$ cat config.mk
export PLATFORM = sky130hd
export DESIGN_NAME = sar_adc_sequencer_8bit
export DESIGN_NICKNAME = d
export VERILOG_FILES = /design/src/hw/sar_pkg.sv /design/src/hw/word_stream_if.sv /design/src/hw/result_buffer.sv /design/src/hw/sar_adc_sequencer_8bit.sv
export SDC_FILE = /design/constraint.sdc
export NUM_CORES = 1
export LEC_CHECK = 0
export BUFFER_PORTS_ARGS = -buffer_cell sky130_fd_sc_hd__buf_4
export CAP_MARGIN = 15
export CELL_PAD_IN_SITES_DETAIL_PLACEMENT = 1
export CELL_PAD_IN_SITES_GLOBAL_PLACEMENT = 2
export CORE_MARGIN = 1.5
export CORE_UTILIZATION = 34
export DETAILED_ROUTE_END_ITERATION = 7
export GPL_TIMING_DRIVEN = 1
export MAX_ROUTING_LAYER = met4
export PLACE_DENSITY = 0.87
export SLEW_MARGIN = 10
export SYNTH_ARGS = -nofsm -noshare
export SYNTH_HDL_FRONTEND = slang
export SYNTH_HIERARCHICAL = 1
export SYNTH_SLANG_ARGS = --single-unit
$ cat constraint.sdc
create_clock -name clk -period 2.22 [get_ports clk]
set_input_delay 0.333 -clock clk [delete_from_list [all_inputs] [get_ports clk]]
set_output_delay 0.333 -clock clk [all_outputs]
set_load 0.05 [all_outputs]
$ cat src/hw/sar_pkg.sv
// shared constants, bit positions and state type of the 8-bit approximation sequencer
package sar_pkg;

    // ------------------------------------------------------------------
    // word size and control port bit positions
    // ------------------------------------------------------------------
    localparam int NBITS        = 8;
    localparam int CTL_COMP_BIT = 7;
    localparam int CTL_SCK_BIT  = 5;
    localparam int CTL_DONE_BIT = 4;
    localparam int CTL_SER_BIT  = 3;
    localparam int CTL_REQ_BIT  = 1;

    // ------------------------------------------------------------------
    // reset values
    // ------------------------------------------------------------------
    localparam logic [7:0] DAC_RST = 8'h00;
    localparam logic [7:0] CTL_RST = 8'h10;
    localparam logic [7:0] RES_RST = 8'h00;

    // ------------------------------------------------------------------
    // timing: printed figures, then cycle counts at the system clock
    // ------------------------------------------------------------------
    localparam int CLK_MHZ    = 200;
    localparam int CONV_NS    = 700000;
    localparam int SETTLE_NS  = 8000;
    localparam int PULSE_NS   = 7000;
    localparam int SETUP_NS   = 5;
    localparam int BIT_NS     = CONV_NS / NBITS;
    localparam int BIT_CYC    = BIT_NS * CLK_MHZ / 1000;
    localparam int SETTLE_CYC = (SETTLE_NS * CLK_MHZ + 999) / 1000;
    localparam int PULSE_CYC  = PULSE_NS * CLK_MHZ / 1000;
    localparam int SETUP_CYC  = (SETUP_NS * CLK_MHZ + 999) / 1000;

    // ------------------------------------------------------------------
    // sequencer states
    // ------------------------------------------------------------------
    typedef enum logic [1:0] {
        ST_IDLE,
        ST_CLEAR,
        ST_TRIAL
    } seq_state_t;

endpackage

$ cat src/hw/word_stream_if.sv
// valid/ready word channel between the sequencer and its result buffer
`timescale 1ns/1ps
interface word_stream_if #(
    parameter int W = 8
);
    logic         valid;
    logic         ready;
    logic [W-1:0] data;

    modport src (output valid, output data, input ready);
    modport snk (input valid, input data, output ready);
endinterface

$ cat src/hw/result_buffer.sv
// two-entry buffer: an output stage plus one skid entry, all outputs from flops
`timescale 1ns/1ps
module result_buffer #(
    parameter int W = 8
) (
    input  wire logic   clk,
    input  wire logic   rst,
    word_stream_if.snk  fill,
    word_stream_if.src  drain
);

    // ------------------------------------------------------------------
    // storage
    // ------------------------------------------------------------------
    logic         out_valid_ff;
    logic [W-1:0] out_data_ff;
    logic         skid_valid_ff;
    logic [W-1:0] skid_data_ff;

    if (W < 1) begin : g_bad_width
        $error("result_buffer width must be at least one");
    end

    // ------------------------------------------------------------------
    // handshake decode
    // ------------------------------------------------------------------
    wire out_free = !out_valid_ff || drain.ready;
    wire take_in  = fill.valid && !skid_valid_ff;

    // ready comes from a flop, so a stalled drain backs up to the source
    assign fill.ready  = !skid_valid_ff;
    assign drain.valid = out_valid_ff;
    assign drain.data  = out_data_ff;

    always_ff @(posedge clk or posedge rst) begin
        if (rst) begin
            out_valid_ff  <= 1'b0;
            out_data_ff   <= '0;
            skid_valid_ff <= 1'b0;
            skid_data_ff  <= '0;
        end else if (out_free) begin
            out_valid_ff  <= skid_valid_ff || take_in;
            out_data_ff   <= skid_valid_ff ? skid_data_ff : fill.data;
            skid_valid_ff <= 1'b0;
        end else if (take_in) begin
            skid_valid_ff <= 1'b1;
            skid_data_ff  <= fill.data;
        end
    end

endmodule

$ cat src/hw/sar_adc_sequencer_8bit.sv
// successive approximation sequencer driving a parallel dac and reading a comparator
`timescale 1ns/1ps
module sar_adc_sequencer_8bit #(
    parameter int NBITS      = sar_pkg::NBITS,
    parameter int BIT_CYC    = sar_pkg::BIT_CYC,
    parameter int SETTLE_CYC = sar_pkg::SETTLE_CYC,
    parameter int SETUP_CYC  = sar_pkg::SETUP_CYC,
    parameter int PULSE_CYC  = sar_pkg::PULSE_CYC
) (
    input  wire logic             clk,
    input  wire logic             rst,
    input  wire logic [7:0]       adc_control_in,
    output logic      [7:0]       adc_control_port,
    output logic      [NBITS-1:0] dac_word_port,
    output logic                  sim_bit_clock,
    output logic                  conv_done_flag,
    output logic                  serial_result_out,
    output logic      [NBITS-1:0] result_hold,
    output logic                  result_valid,
    output logic      [NBITS-1:0] result_data,
    input  wire logic             result_ready
);

    // ------------------------------------------------------------------
    // elaboration checks and timer constants
    // ------------------------------------------------------------------
    localparam int TW = $clog2(BIT_CYC + 1);

    if (NBITS < 2 || NBITS > 8) begin : g_bad_bits
        $error("sequencer word must be 2 to 8 bits wide");
    end
    if (SETTLE_CYC < 1 || SETUP_CYC < 1 || PULSE_CYC < 1) begin : g_bad_min
        $error("settle, setup and pulse counts must be at least one");
    end
    if (SETTLE_CYC + SETUP_CYC + PULSE_CYC >= BIT_CYC) begin : g_bad_period
        $error("settle, setup and pulse do not fit in one bit period");
    end

    // decision, clock edges and bit end sit at fixed timer values
    localparam logic [TW-1:0] T_DECIDE = TW'(SETTLE_CYC);
    localparam logic [TW-1:0] T_RISE   = TW'(SETTLE_CYC + SETUP_CYC);
    localparam logic [TW-1:0] T_FALL   = TW'(SETTLE_CYC + SETUP_CYC + PULSE_CYC);
    localparam logic [TW-1:0] T_END    = TW'(BIT_CYC - 1);
    localparam logic [NBITS-1:0] MSB_MARK = {1'b1, {(NBITS-1){1'b0}}};

    // ------------------------------------------------------------------
    // pin synchronisers: comparator and request arrive from outside
    // ------------------------------------------------------------------
    logic [1:0] pin_s1_ff;
    logic [1:0] pin_s2_ff;

    always_ff @(posedge clk or posedge rst) begin
        if (rst) begin
            pin_s1_ff <= 2'h0;
            pin_s2_ff <= 2'h0;
        end else begin
            pin_s1_ff <= {adc_control_in[sar_pkg::CTL_COMP_BIT],
                          adc_control_in[sar_pkg::CTL_REQ_BIT]};
            pin_s2_ff <= pin_s1_ff;
        end
    end

    wire cmp_s = pin_s2_ff[1];
    wire req_s = pin_s2_ff[0];

    // ------------------------------------------------------------------
    // state
    // ------------------------------------------------------------------
    sar_pkg::seq_state_t state_ff;
    sar_pkg::seq_state_t nxt_state;
    logic [TW-1:0]       tmr_ff;
    logic [TW-1:0]       nxt_tmr;
    logic [NBITS-1:0]    dac_ff;
    logic [NBITS-1:0]    nxt_dac;
    logic [NBITS-1:0]    marker_ff;
    logic [NBITS-1:0]    nxt_marker;
    logic [NBITS-1:0]    res_ff;
    logic [NBITS-1:0]    nxt_res;
    logic [7:0]          ctl_ff;
    logic [7:0]          nxt_ctl;
    logic                push_ff;
    logic                nxt_push;

    word_stream_if #(.W(NBITS)) fill_ch ();
    word_stream_if #(.W(NBITS)) drain_ch ();

    // ------------------------------------------------------------------
    // decode
    // ------------------------------------------------------------------
    wire in_trial  = (state_ff == sar_pkg::ST_TRIAL);
    wire at_decide = in_trial && (tmr_ff == T_DECIDE);
    wire at_rise   = in_trial && (tmr_ff == T_RISE);
    wire at_fall   = in_trial && (tmr_ff == T_FALL);
    wire at_end    = in_trial && (tmr_ff == T_END);
    wire last_bit  = marker_ff[0];

    // a new conversion waits while the buffer is full or the previous result is still being pushed
    wire start_ok  = (state_ff == sar_pkg::ST_IDLE) && req_s
                     && fill_ch.ready && !push_ff;

    // comparator high keeps the bit, low drops it
    wire [NBITS-1:0] kept_word = cmp_s ? dac_ff : (dac_ff & ~marker_ff);
    wire [NBITS-1:0] next_mark = marker_ff >> 1;

    // ------------------------------------------------------------------
    // next-state logic
    // ------------------------------------------------------------------
    always_comb begin
        nxt_state  = state_ff;
        nxt_tmr    = tmr_ff;
        nxt_dac    = dac_ff;
        nxt_marker = marker_ff;
        nxt_res    = res_ff;
        nxt_ctl    = ctl_ff;
        nxt_push   = push_ff && !fill_ch.ready;
        case (state_ff)
            sar_pkg::ST_IDLE: begin
                nxt_ctl[sar_pkg::CTL_DONE_BIT] = 1'b1;
                if (start_ok) begin
                    nxt_state  = sar_pkg::ST_CLEAR;
                    nxt_dac    = '0;
                    nxt_marker = '0;
                    nxt_ctl[sar_pkg::CTL_DONE_BIT] = 1'b0;
                end
            end
            sar_pkg::ST_CLEAR: begin
                nxt_state  = sar_pkg::ST_TRIAL;
                nxt_tmr    = '0;
                nxt_dac    = MSB_MARK;
                nxt_marker = MSB_MARK;
            end
            sar_pkg::ST_TRIAL: begin
                nxt_tmr = tmr_ff + TW'(1);
                // the comparator is read only after the settle count
                if (at_decide) begin
                    nxt_dac = kept_word;
                    nxt_res = kept_word;
                    nxt_ctl[sar_pkg::CTL_SER_BIT] = cmp_s;
                end
                // data was set one setup count earlier and holds past the fall
                if (at_rise) begin
                    nxt_ctl[sar_pkg::CTL_SCK_BIT] = 1'b1;
                end
                if (at_fall) begin
                    nxt_ctl[sar_pkg::CTL_SCK_BIT] = 1'b0;
                end
                // each bit takes the full period whatever was decided
                if (at_end) begin
                    nxt_tmr    = '0;
                    nxt_marker = next_mark;
                    if (last_bit) begin
                        nxt_state = sar_pkg::ST_IDLE;
                        nxt_ctl[sar_pkg::CTL_DONE_BIT] = 1'b1;
                        nxt_push  = 1'b1;
                    end else begin
                        nxt_dac = dac_ff | next_mark;
                    end
                end
            end
            default: begin
                nxt_state = sar_pkg::ST_IDLE;
            end
        endcase
    end

    // ------------------------------------------------------------------
    // registers
    // ------------------------------------------------------------------
    always_ff @(posedge clk or posedge rst) begin
        if (rst) begin
            state_ff  <= sar_pkg::ST_IDLE;
            tmr_ff    <= '0;
            dac_ff    <= NBITS'(sar_pkg::DAC_RST);
            marker_ff <= '0;
            res_ff    <= NBITS'(sar_pkg::RES_RST);
            ctl_ff    <= sar_pkg::CTL_RST;
            push_ff   <= 1'b0;
        end else begin
            state_ff  <= nxt_state;
            tmr_ff    <= nxt_tmr;
            dac_ff    <= nxt_dac;
            marker_ff <= nxt_marker;
            res_ff    <= nxt_res;
            ctl_ff    <= nxt_ctl;
            push_ff   <= nxt_push;
        end
    end

    // ------------------------------------------------------------------
    // result buffer: a stalled receiver holds off conversions once both entries are full
    // ------------------------------------------------------------------
    assign fill_ch.valid  = push_ff;
    assign fill_ch.data   = res_ff;
    assign drain_ch.ready = result_ready;

    result_buffer #(.W(NBITS)) u_result_buffer (
        .clk   (clk),
        .rst   (rst),
        .fill  (fill_ch),
        .drain (drain_ch)
    );

    // ------------------------------------------------------------------
    // outputs
    // ------------------------------------------------------------------
    assign dac_word_port     = dac_ff;
    assign adc_control_port  = ctl_ff;
    assign sim_bit_clock     = ctl_ff[sar_pkg::CTL_SCK_BIT];
    assign conv_done_flag    = ctl_ff[sar_pkg::CTL_DONE_BIT];
    assign serial_result_out = ctl_ff[sar_pkg::CTL_SER_BIT];
    assign result_hold       = res_ff;
    assign result_valid      = drain_ch.valid;
    assign result_data       = drain_ch.data;

    // ------------------------------------------------------------------
    // assertions
    // ------------------------------------------------------------------
    localparam int PULSE_LEN = PULSE_CYC;
    localparam int CONV_LEN  = NBITS * BIT_CYC + 1;

    int hi_cnt_ff;
    int busy_cnt_ff;

    // helper counters: high run of the bit clock, low run of the finished flag
    always_ff @(posedge clk or posedge rst) begin
        if (rst) begin
            hi_cnt_ff   <= 0;
            busy_cnt_ff <= 0;
        end else begin
            hi_cnt_ff   <= sim_bit_clock ? hi_cnt_ff + 1 : 0;
            busy_cnt_ff <= conv_done_flag ? 0 : busy_cnt_ff + 1;
        end
    end
endmodule

==> results.cfg, run 1 <==
[yosys]
synth_seq_cells = 67
yosys.area.top_type = dfrtp_1
synth_common_cells = 66 x dfrtp_1, 19 x nand2_1, 18 x inv_1, 18 x mux2_4, 18 x o21ai_0
synth_area_mm2 = 0.00329
avgSynthCellArea_um2 = 11.4
ys_warn_count = 6
synth_most_common_cell = dfrtp_1
seq_area_frac_synth_pct = 51.0
synthArstFlopShare_pct = 100
synth_top_area_share_pct = 50.2
synth_top_flop_cell = dfrtp_1
synthTopCellsByArea = dfrtp_1 50%, mux2_4 8.2%, mux2_2 3.4%
synth_enable_flop_cells = 0
synthCells = 290
synth_cell_types = 48

[timing]
slew_violations = 0
worst_slew_pin_slew_ns = 0.691
rsz0062_at_grt = yes
fmax_ghz = 0.429
fin_ws_ns = -0.112
hold_violations = 0
finalSetupViolCount = 13
finClkSkew_ns = 0.00913
slew_headroom_pct = 53.9
finalCritPeriodShare_pct = 105
fin_crit_ns = 2.33

[worst_setup_path]
cp_max_fo = 2
cp.arrival_ns = 2.58
required_ns = 2.46
critPathKind = reg -> reg
crit_slowest_cell = or4_4
path_cells = or4b_4 > or4_4 > or2_4 > a22oi_4 > mux2_4
worst_setup_path_end_kind = flip-flop
slowest_delay_ns = 0.57
start_kind = flip-flop

[final_layout]
synthToLayoutAreaGrowth_pct = 24.8
final_core_util_pct = 44.1
drive_gt1_share_pct = 35.0
regArea_mm2 = 0.00168
multi_input_area_mm2 = 0.00150
fillers = 1028
fin_nets = 368
diodes = 0

[clocking]
cts_max_level = 3
cts_buffers = 9
cts_hold_buf = 0
tritoncts = yes
cts_sinks = 67
clock-root-buffer = clkbuf_8
clk_latency_ns = 0.36
path_clk_slew_ns = 0.07
clock_tree.buffer_depth = 2

[run]
cap_violations = 0

[global_route]
track_usage_pct = 16.3
globalRouteOverflowTotal = 0
grt_pass1_wl_mm = 12.4
grt_max_degree = 50
antenna_found_initial = 0
grt_pass1_vias = 2472

[placed_design]
port_buffers = 35
place.gp.congestion = 0.792
pre_cts_slack_ns = -0.136
hpwl_mm = 5.13

[pwr]
power.switching_mw = 1.19
combPwrFrac_pct = 30.0
power_frac_seq_pct = 38.0
ir_drop_mv = 0.370
sw_frac_of_total_pct = 33.7
power_mw = 3.53
internal_power_mw = 2.34
leakage_nw = 1.98
pwr-share-clk_pct = 32.0
powerDensity_mw_per_mm2 = 859

[floorplan]
fp.dieH_um = 101
dieArea_mm2 = 0.0103
rows = 35
coreArea_mm2 = 0.00933
initial_core_util_pct = 35.3
die-width_um = 101
pin_count = 47

[outcome]
run_status = finished, violations left
violations = negative setup slack

[worst_hold_path]
hp-class = in -> reg

[routing]
drt-pass1-iter-count = 4
drcViolationCount = 0
wirelength_mm = 7.31
ant_nets = 0
vias = 2330
routedWlPerCell_um = 15.1
dr.first_iter.drc_count = 41
vias_per_cell = 4.82
==> power groups by stage <==
stage | combinational [mW] | sequential, mW | clock, mW
after floorplan | 0.665 | 1.39 | 0
after global placement | 0.987 | 1.36 | 0
after detailed placement | 1.01 | 1.36 | 0
after CTS | 1.05 | 1.34 | 1.17
after global routing | 1.17 | 1.35 | 1.22
final | 1.06 | 1.34 | 1.13
==> timing repair <==
item | CTS | global route
pin swaps | 3 | 12
setup endpoints to repair | 30 | 30
setup buffers | 0 | 2
resized for setup | 6 | 11
==> sequential cells by signal (all words and copies together), names as in the netlist <==
signal                         count
tmr_ff                            15
adc_control_port                   3
u_result_buffer/drain.data         8
state_ff                           2
marker_ff                          8
pin_s2_ff                          2
fill_ch.valid                      1
u_result_buffer/drain.valid        1
result_hold                        8
dac_word_port                      8
u_result_buffer/skid_valid_ff      1
pin_s1_ff                          2
u_result_buffer/skid_data_ff       8
==> layer usage <==
metal / global-route usage, % / wire length, um / up-vias
li1: - / - / 1112
met5: - / 0 / -
met3: 4.42 / 278 / 11
met1: 18.6 / 3200 / 1160
met4: 5.77 / 117 / 0
met2: 27.5 / 3710 / 47
==> worst paths after layout <==
check | slack [ns] | endpoint | cells past startpoint | startpoint
hold reg to reg | 0.35 | pin_s2_ff[1]$_DFF_PP0_ | 0 | pin_s1_ff[1]$_DFF_PP0_
max in group asynchronous | 1.64 | tmr_ff[9]$_DFFE_PP0P_ | 3 | rst
min in group asynchronous | 0.09 | u_result_buffer/drain.valid$_DFFE_PP0P_ | 2 | rst
setup / recovery | -0.11 | state_ff[1]$_DFFE_PP0P_ | 5 | tmr_ff[7]$_DFFE_PP0P_
setup reg to reg | -0.11 | state_ff[1]$_DFFE_PP0P_ | 5 | tmr_ff[7]$_DFFE_PP0P_
hold / removal | 0.08 | pin_s1_ff[0]$_DFF_PP0_ | 1 | adc_control_in[1]
==> layout make-up <==
cell class,instances,area share [%]
sequential,67,40.8
multi-input combinational,191,36.4
inverter,18,1.64
tap,129,3.93
clock buffer,10,3.11
timing repair buffer,62,11.9
clock inverter,6,2.16
==> logic make-up (layout without fill, tap and decap cells) <==
family                     after synthesis  in the layout  synth area share (%)
DFF                                     67             67                  51.0
xor gates and xnor gates                11             11                  2.93
AOI/OAI and AO/OA                       62             62                  12.1
muxes                                   29             29                  11.9
buffers and inverters                   36             96                  5.97
adders and majority gates                8              8                  3.04
other                                    1              5                 0.114
and+or+nand+nor                         76             76                  12.9
==> critical path, delay by kind of cell (launching register included) <==
family	cells	cell delay [ns]
simple gates	3	1.37
compound gates	1	0.16
flops	1	0.38
mux	1	0.31
==> per-stage QoR <==
step / instances / cell area (um^2) / hold WS (ns) / TNS (ns)
floorplan: 294 / 3310 / 0.272 / -0.375
global placement: 465 / 3810 / 0.333 / -1.22
detailed placement: 465 / 3810 / 0.336 / -2.13
CTS: 481 / 4040 / 0.0714 / -0.536
global route: 483 / 4110 / 0.0639 / -1.97
finish: 483 / 4110 / 0.0822 / -0.520
==> cell usage in the layout, fill, tap and decap left out, types with 8 or more instances in the layout <==
cell type   n
o21ai_0    18
mux2_2     10
dfrtp_1    66
buf_4      58
a21oi_1    11
a21o_1      8
nor2_1     17
and3_1      9
mux2_4     18
inv_1      17
nand2_1    18
clkbuf_8    9
ha_1        8
Note: power is estimated with default switching activity, not from simulation.
==> run 2: changes to the inputs <==
Settings changed: BUFFER_PORTS_ARGS -buffer_cell sky130_fd_sc_hd__buf_4 to -buffer_cell sky130_fd_sc_hd__buf_2, CORE_ASPECT_RATIO set to 1.25.
==> run 2 against run 1 <==
  * The flow still finishes with violations (negative setup slack)
  * Setup slack improved by 0.0044 ns
  * Worst hold slack worse by 0.060 ns
  * Critical path type unchanged
  * Register-to-register slack barely moved
  * Total power up 11%
==> results.cfg, run 2 (synthesis gave the netlist of run 1 again) <==
[floorplan]
coreArea_mm2 = 0.00927
fp.dieH_um = 113
initial_core_util_pct = 35.5
rows = 39
pin_count = 47
die-width_um = 91.0
dieArea_mm2 = 0.0103

[worst_setup_path]
cp.arrival_ns = 2.54
slowest_delay_ns = 0.55
worst_setup_path_end_kind = flip-flop
r2r_slack_ns = -0.11
r2r_start = tmr_ff[5]$_DFFE_PP0P_
required_ns = 2.43
critPathLaunch = tmr_ff[5]$_DFFE_PP0P_
crit_slowest_cell = or4_4
cpLargestDelayFamily = simple AND/OR/NAND/NOR gates
crit_buf_inv = 0
path_cells = or4b_4 > or4_4 > or2_4 > a22oi_4 > mux2_4
cp_max_fo = 2
reg2regPathDepth = 5
worstReg2RegEnd = state_ff[1]$_DFFE_PP0P_
start_kind = flip-flop
critPathKind = reg -> reg

[placed_design]
place_area_mm2 = 0.00371
place.gp.congestion = 0.793
port_buffers = 35
hpwl_mm = 5.46

[final_layout]
fin_nets = 367
largest_register = tmr_ff
diodes = 0
layout.cells.most_common = dfrtp_1
synthToLayoutAreaGrowth_pct = 24.1
largest_register_ffs = 15
mostFrequentLayoutCells = 66 x dfrtp_1, 35 x buf_2, 23 x buf_4
finish.instance_area_mm2 = 0.00409
final_core_util_pct = 44.1
drive_gt1_share_pct = 33.4

[global_route]
antenna_found_initial = 0
grt_pass1_wl_mm = 12.8
grt_max_degree = 23
globalRouteOverflowTotal = 0
track_usage_pct = 16.4
grt_pass1_vias = 2587

[clocking]
path_clk_slew_ns = 0.06
cts_sinks = 67
cts_hold_buf = 0
cts_buffers = 9
clock_tree.buffer_depth = 2
clk_latency_ns = 0.33
tritoncts = yes
cts_max_level = 3
clock-root-buffer = clkbuf_16

[routing]
drcViolationCount = 0
dr.first_iter.drc_count = 87
vias = 2347
ant_nets = 0
vias_per_cell = 4.93
wirelength_mm = 7.55
drt-pass1-iter-count = 4
routedWlPerCell_um = 15.9

[pwr]
leakage_nw = 2.02
powerDensity_mw_per_mm2 = 962
ir_drop_mv = 0.438

[timing]
fmax_ghz = 0.430
fin_ws_ns = -0.107
fin_crit_ns = 2.33
finClkSkew_ns = 0.00511
hold_violations = 0
worst_slew_pin_slew_ns = 0.680
whs_ns = 0.0219
rsz0062_at_grt = yes
finalCritPeriodShare_pct = 105
finalSetupViolCount = 10
slew_headroom_pct = 54.6
slew_violations = 0

[outcome]
run_status = finished, violations left
violations = negative setup slack

[worst_hold_path]
hp-class = in -> async

[run]
cap_violations = 0
-- run 2: metrics by stage --
stage	total power [mW]	setup WS (ns)	TNS, ns	cells
final	3.93	-0.107	-0.470	476
after global routing	4.13	-0.154	-1.93	476
after CTS	3.97	-0.100	-0.290	475
after detailed placement	2.38	-0.128	-2.03	457
after global placement	2.34	-0.100	-0.912	457
after floorplan	2.05	-0.187	-0.375	294
-- run 2: layer usage --
metal  global-route usage (%)  share of wire, %  vias up
met5                        -                 0        -
met4                     5.73               1.4        0
met3                     3.23               2.9       12
met2                     29.9                54       41
met1                     17.5                42     1176
li1                         -                 -     1118
-- run 2: layout make-up --
type	count	area (um^2)
inverters	18	67.6
repair buffers	61	399
flip-flops and latches	67	1680
well taps	123	154
clock buffers	9	225
clock inverters	7	100
multi-input cells	191	1460
fillers	1018	5180
-- run 2: how the worst max path moves through the flow --
stage / depth (start not counted) / end / slack [ns]
after detailed placement: 6 / marker_ff[7]$_DFFE_PP0P_ / -0.13
after floorplan: 6 / state_ff[0]$_DFFE_PP0P_ / -0.19
after global routing: 5 / state_ff[0]$_DFFE_PP0P_ / -0.15
after global placement: 5 / state_ff[1]$_DFFE_PP0P_ / -0.10
after CTS: 5 / state_ff[1]$_DFFE_PP0P_ / -0.10
final: 5 / state_ff[1]$_DFFE_PP0P_ / -0.11
-- run 2: report_power, final --
part	switching (mW)	total [mW]	internal, mW
Combinational	0.642	1.05	0.411
Clock	0.552	1.54	0.990
Sequential	0.0540	1.34	1.28
-- run 2: worst register-to-register path, delay by kind of cell, from the launching register on --
family | cells | cell delay [ns]
AOI/OAI and AO/OA | 1 | 0.16
and+or+nand+nor | 3 | 1.35
muxes | 1 | 0.32
DFF | 1 | 0.38
-- run 2: what timing repair did --
item | 4_1_cts | 5_1_grt
gates resized for setup | 7 | 1
pin swaps | 2 | 2
cloned | 0 | 0
setup endpoints to repair | 30 | 30
setup buffers | 2 | 1
==> run 3: changes to the inputs <==
==> constraint.sdc (replaced) <==
create_clock -name clk -period 2.1 [get_ports clk]
set_input_delay 0.42 -clock clk [delete_from_list [all_inputs] [get_ports clk]]
set_output_delay 0.42 -clock clk [all_outputs]
set_load 0.05 [all_outputs]
==> run 3 against run 2 <==
  * Critical path depth stayed put
  * Via count is 0.38% lower
  * Flip-flop and latch count stayed put
  * Critical endpoint unchanged
  * The run still ends with negative setup slack left
  * Sequential share of layout area is 0.73 points lower
  * First-iteration DRC count is 1.1% lower
  * Sequential power is 5% higher
  * Routed wire length is 1.9% higher
==> results.cfg, run 3 (synthesis gave the netlist of run 1 again) <==
[global_route]
track_usage_pct = 17.3
grt_pass1_vias = 2641
grtUsageMet2_pct = 30.2
grt_pass1_wl_mm = 13.5
use_met1_pct = 19.3
globalRouteOverflowTotal = 0
top_usage_layer = met2
grt_max_degree = 31
antenna_found_initial = 0
gr-usage-met3_pct = 3.70

[floorplan]
coreArea_mm2 = 0.00927
pin_count = 47
rows = 39
fp.dieH_um = 113
dieArea_mm2 = 0.0103
die-width_um = 91.0
initial_core_util_pct = 35.5

[routing]
routedWlPerCell_um = 15.9
vias_per_cell = 4.84
drt-pass1-iter-count = 4
ant_nets = 0
drcViolationCount = 0
wirelength_mm = 7.69
dr.first_iter.drc_count = 86
vias = 2338

[final_layout]
finish.instance_area_mm2 = 0.00416
mostFrequentLayoutCells = 66 x dfrtp_1, 35 x buf_2, 29 x buf_4, 18 x nand2_1, 18 x mux2_4
diodes = 0
finalNonFillerCells = 483
synthToLayoutAreaGrowth_pct = 26.4
fin_nets = 374
drive_gt1_share_pct = 36.4
layout.cells.most_common = dfrtp_1
largest_register_ffs = 15
largest_register = tmr_ff
fillers = 1033

[clocking]
clock_tree.buffer_depth = 2
clock-root-buffer = clkbuf_16
cts_hold_buf = 0
cts_max_level = 3
cts_buffers = 9
path_clk_slew_ns = 0.06
clk_latency_ns = 0.34
cts_sinks = 67
tritoncts = yes

[placed_design]
port_buffers = 35
place_area_mm2 = 0.00378
placed_cells = 465
place.gp.congestion = 0.768
hpwl_mm = 5.52

[timing]
hold_violations = 0
rsz0062_at_grt = yes
finalCritPeriodShare_pct = 111
fin_crit_ns = 2.34
slew_headroom_pct = 53.9
slew_violations = 0
fin_tns_setup_ns = -3.26
finalSetupViolCount = 31
fmax_ghz = 0.428
fin_ws_ns = -0.237
worst_slew_pin_slew_ns = 0.691
whs_ns = 0.0987
finClkSkew_ns = 0.00794

[worst_setup_path]
critPathLaunch = tmr_ff[5]$_DFFE_PP0P_
r2r_slack_ns = -0.24
reg2regPathDepth = 5
required_ns = 2.32
slowest_delay_ns = 0.56
critPathKind = reg -> reg
cp_max_fo = 2
r2r_start = tmr_ff[5]$_DFFE_PP0P_
crit_slowest_cell = or4_4
cp-endpoint = state_ff[1]$_DFFE_PP0P_
worstReg2RegEnd = state_ff[1]$_DFFE_PP0P_
worst_setup_path_end_kind = flip-flop
cp.arrival_ns = 2.56
start_kind = flip-flop
path_cells = or4b_4 > or4_4 > or2_4 > a22oi_4 > mux2_4

[run]
cap_violations = 0

[outcome]
run_status = finished, violations left
violations = negative setup slack

[pwr]
ir_drop_mv = 0.446
power_mw = 4.16
powerDensity_mw_per_mm2 = 1000
leakage_nw = 2.04

[worst_hold_path]
hp-class = in -> async
-- run 3: cell types whose count changed in the layout (fill, tap and decap cells not counted), moves of 2 or more --
cell and delta:
o21ai_1 +2, clkinvlp_4 +2, clkinv_4 -2, a21oi_2 +4
a21oi_1 -4, o21ai_0 -2, buf_4 +6
-- run 3: layout make-up --
| class | instances | area, um^2 | area share, % |
|---|---|---|---|
| clock buffers | 10 | 239 | 5.74 |
| clock inverters | 6 | 71.3 | 1.71 |
| inverters | 18 | 67.6 | 1.62 |
| multi-input cells | 191 | 1490 | 35.7 |
| flip-flops and latches | 67 | 1680 | 40.3 |
| well taps | 123 | 154 | 3.70 |
| repair buffers | 68 | 464 | 11.2 |
-- run 3: how the worst min path moves through the flow --
stage / to / cells after the start
2_1_floorplan: pin_s2_ff[0]$_DFF_PP0_ / 0
3_3_place_gp: pin_s2_ff[1]$_DFF_PP0_ / 0
3_5_place_dp: pin_s2_ff[1]$_DFF_PP0_ / 0
4_1_cts: adc_control_port[3]$_DFFE_PP0P_ / 2
5_1_grt: result_hold[4]$_DFFE_PP0P_ / 2
6_report: adc_control_port[3]$_DFFE_PP0P_ / 2
-- run 3: metrics by stage --
stage                     utilization [%]  setup slack, ns
after floorplan                         -           -0.307
after global placement               40.8           -0.221
after detailed placement             40.8           -0.259
after CTS                            44.6           -0.235
after global routing                 44.9           -0.288
final                                44.9           -0.237
-- run 3: critical path: cells and delay by family, from the launching register on --
kind	cells	cell delay (ns)
compound gates	1	0.16
simple gates	3	1.38
mux	1	0.32
flops	1	0.37
-- run 3: report_power, final --
group          switching [mW]  internal [mW]  leakage [nW]  total, mW
Sequential             0.0566           1.36         0.918       1.41
Clock                   0.601          0.961         0.146       1.56
Combinational           0.707          0.482         0.979       1.19
Total                    1.36           2.80          2.04       4.16
-- run 3: what timing repair did --
action	CTS	global route
gates resized for setup	9	7
gates cloned	0	0
hold endpoints to repair	0	0
setup buffers	1	2
pin swaps	3	2
setup endpoints to repair	34	40
-- run 3: metal layers --
layer | routed length [um] | part of all wire (%)
met1 | 3250 | 42
met2 | 4090 | 53
met3 | 213 | 2.8
met4 | 135 | 1.8
met5 | 0 | 0
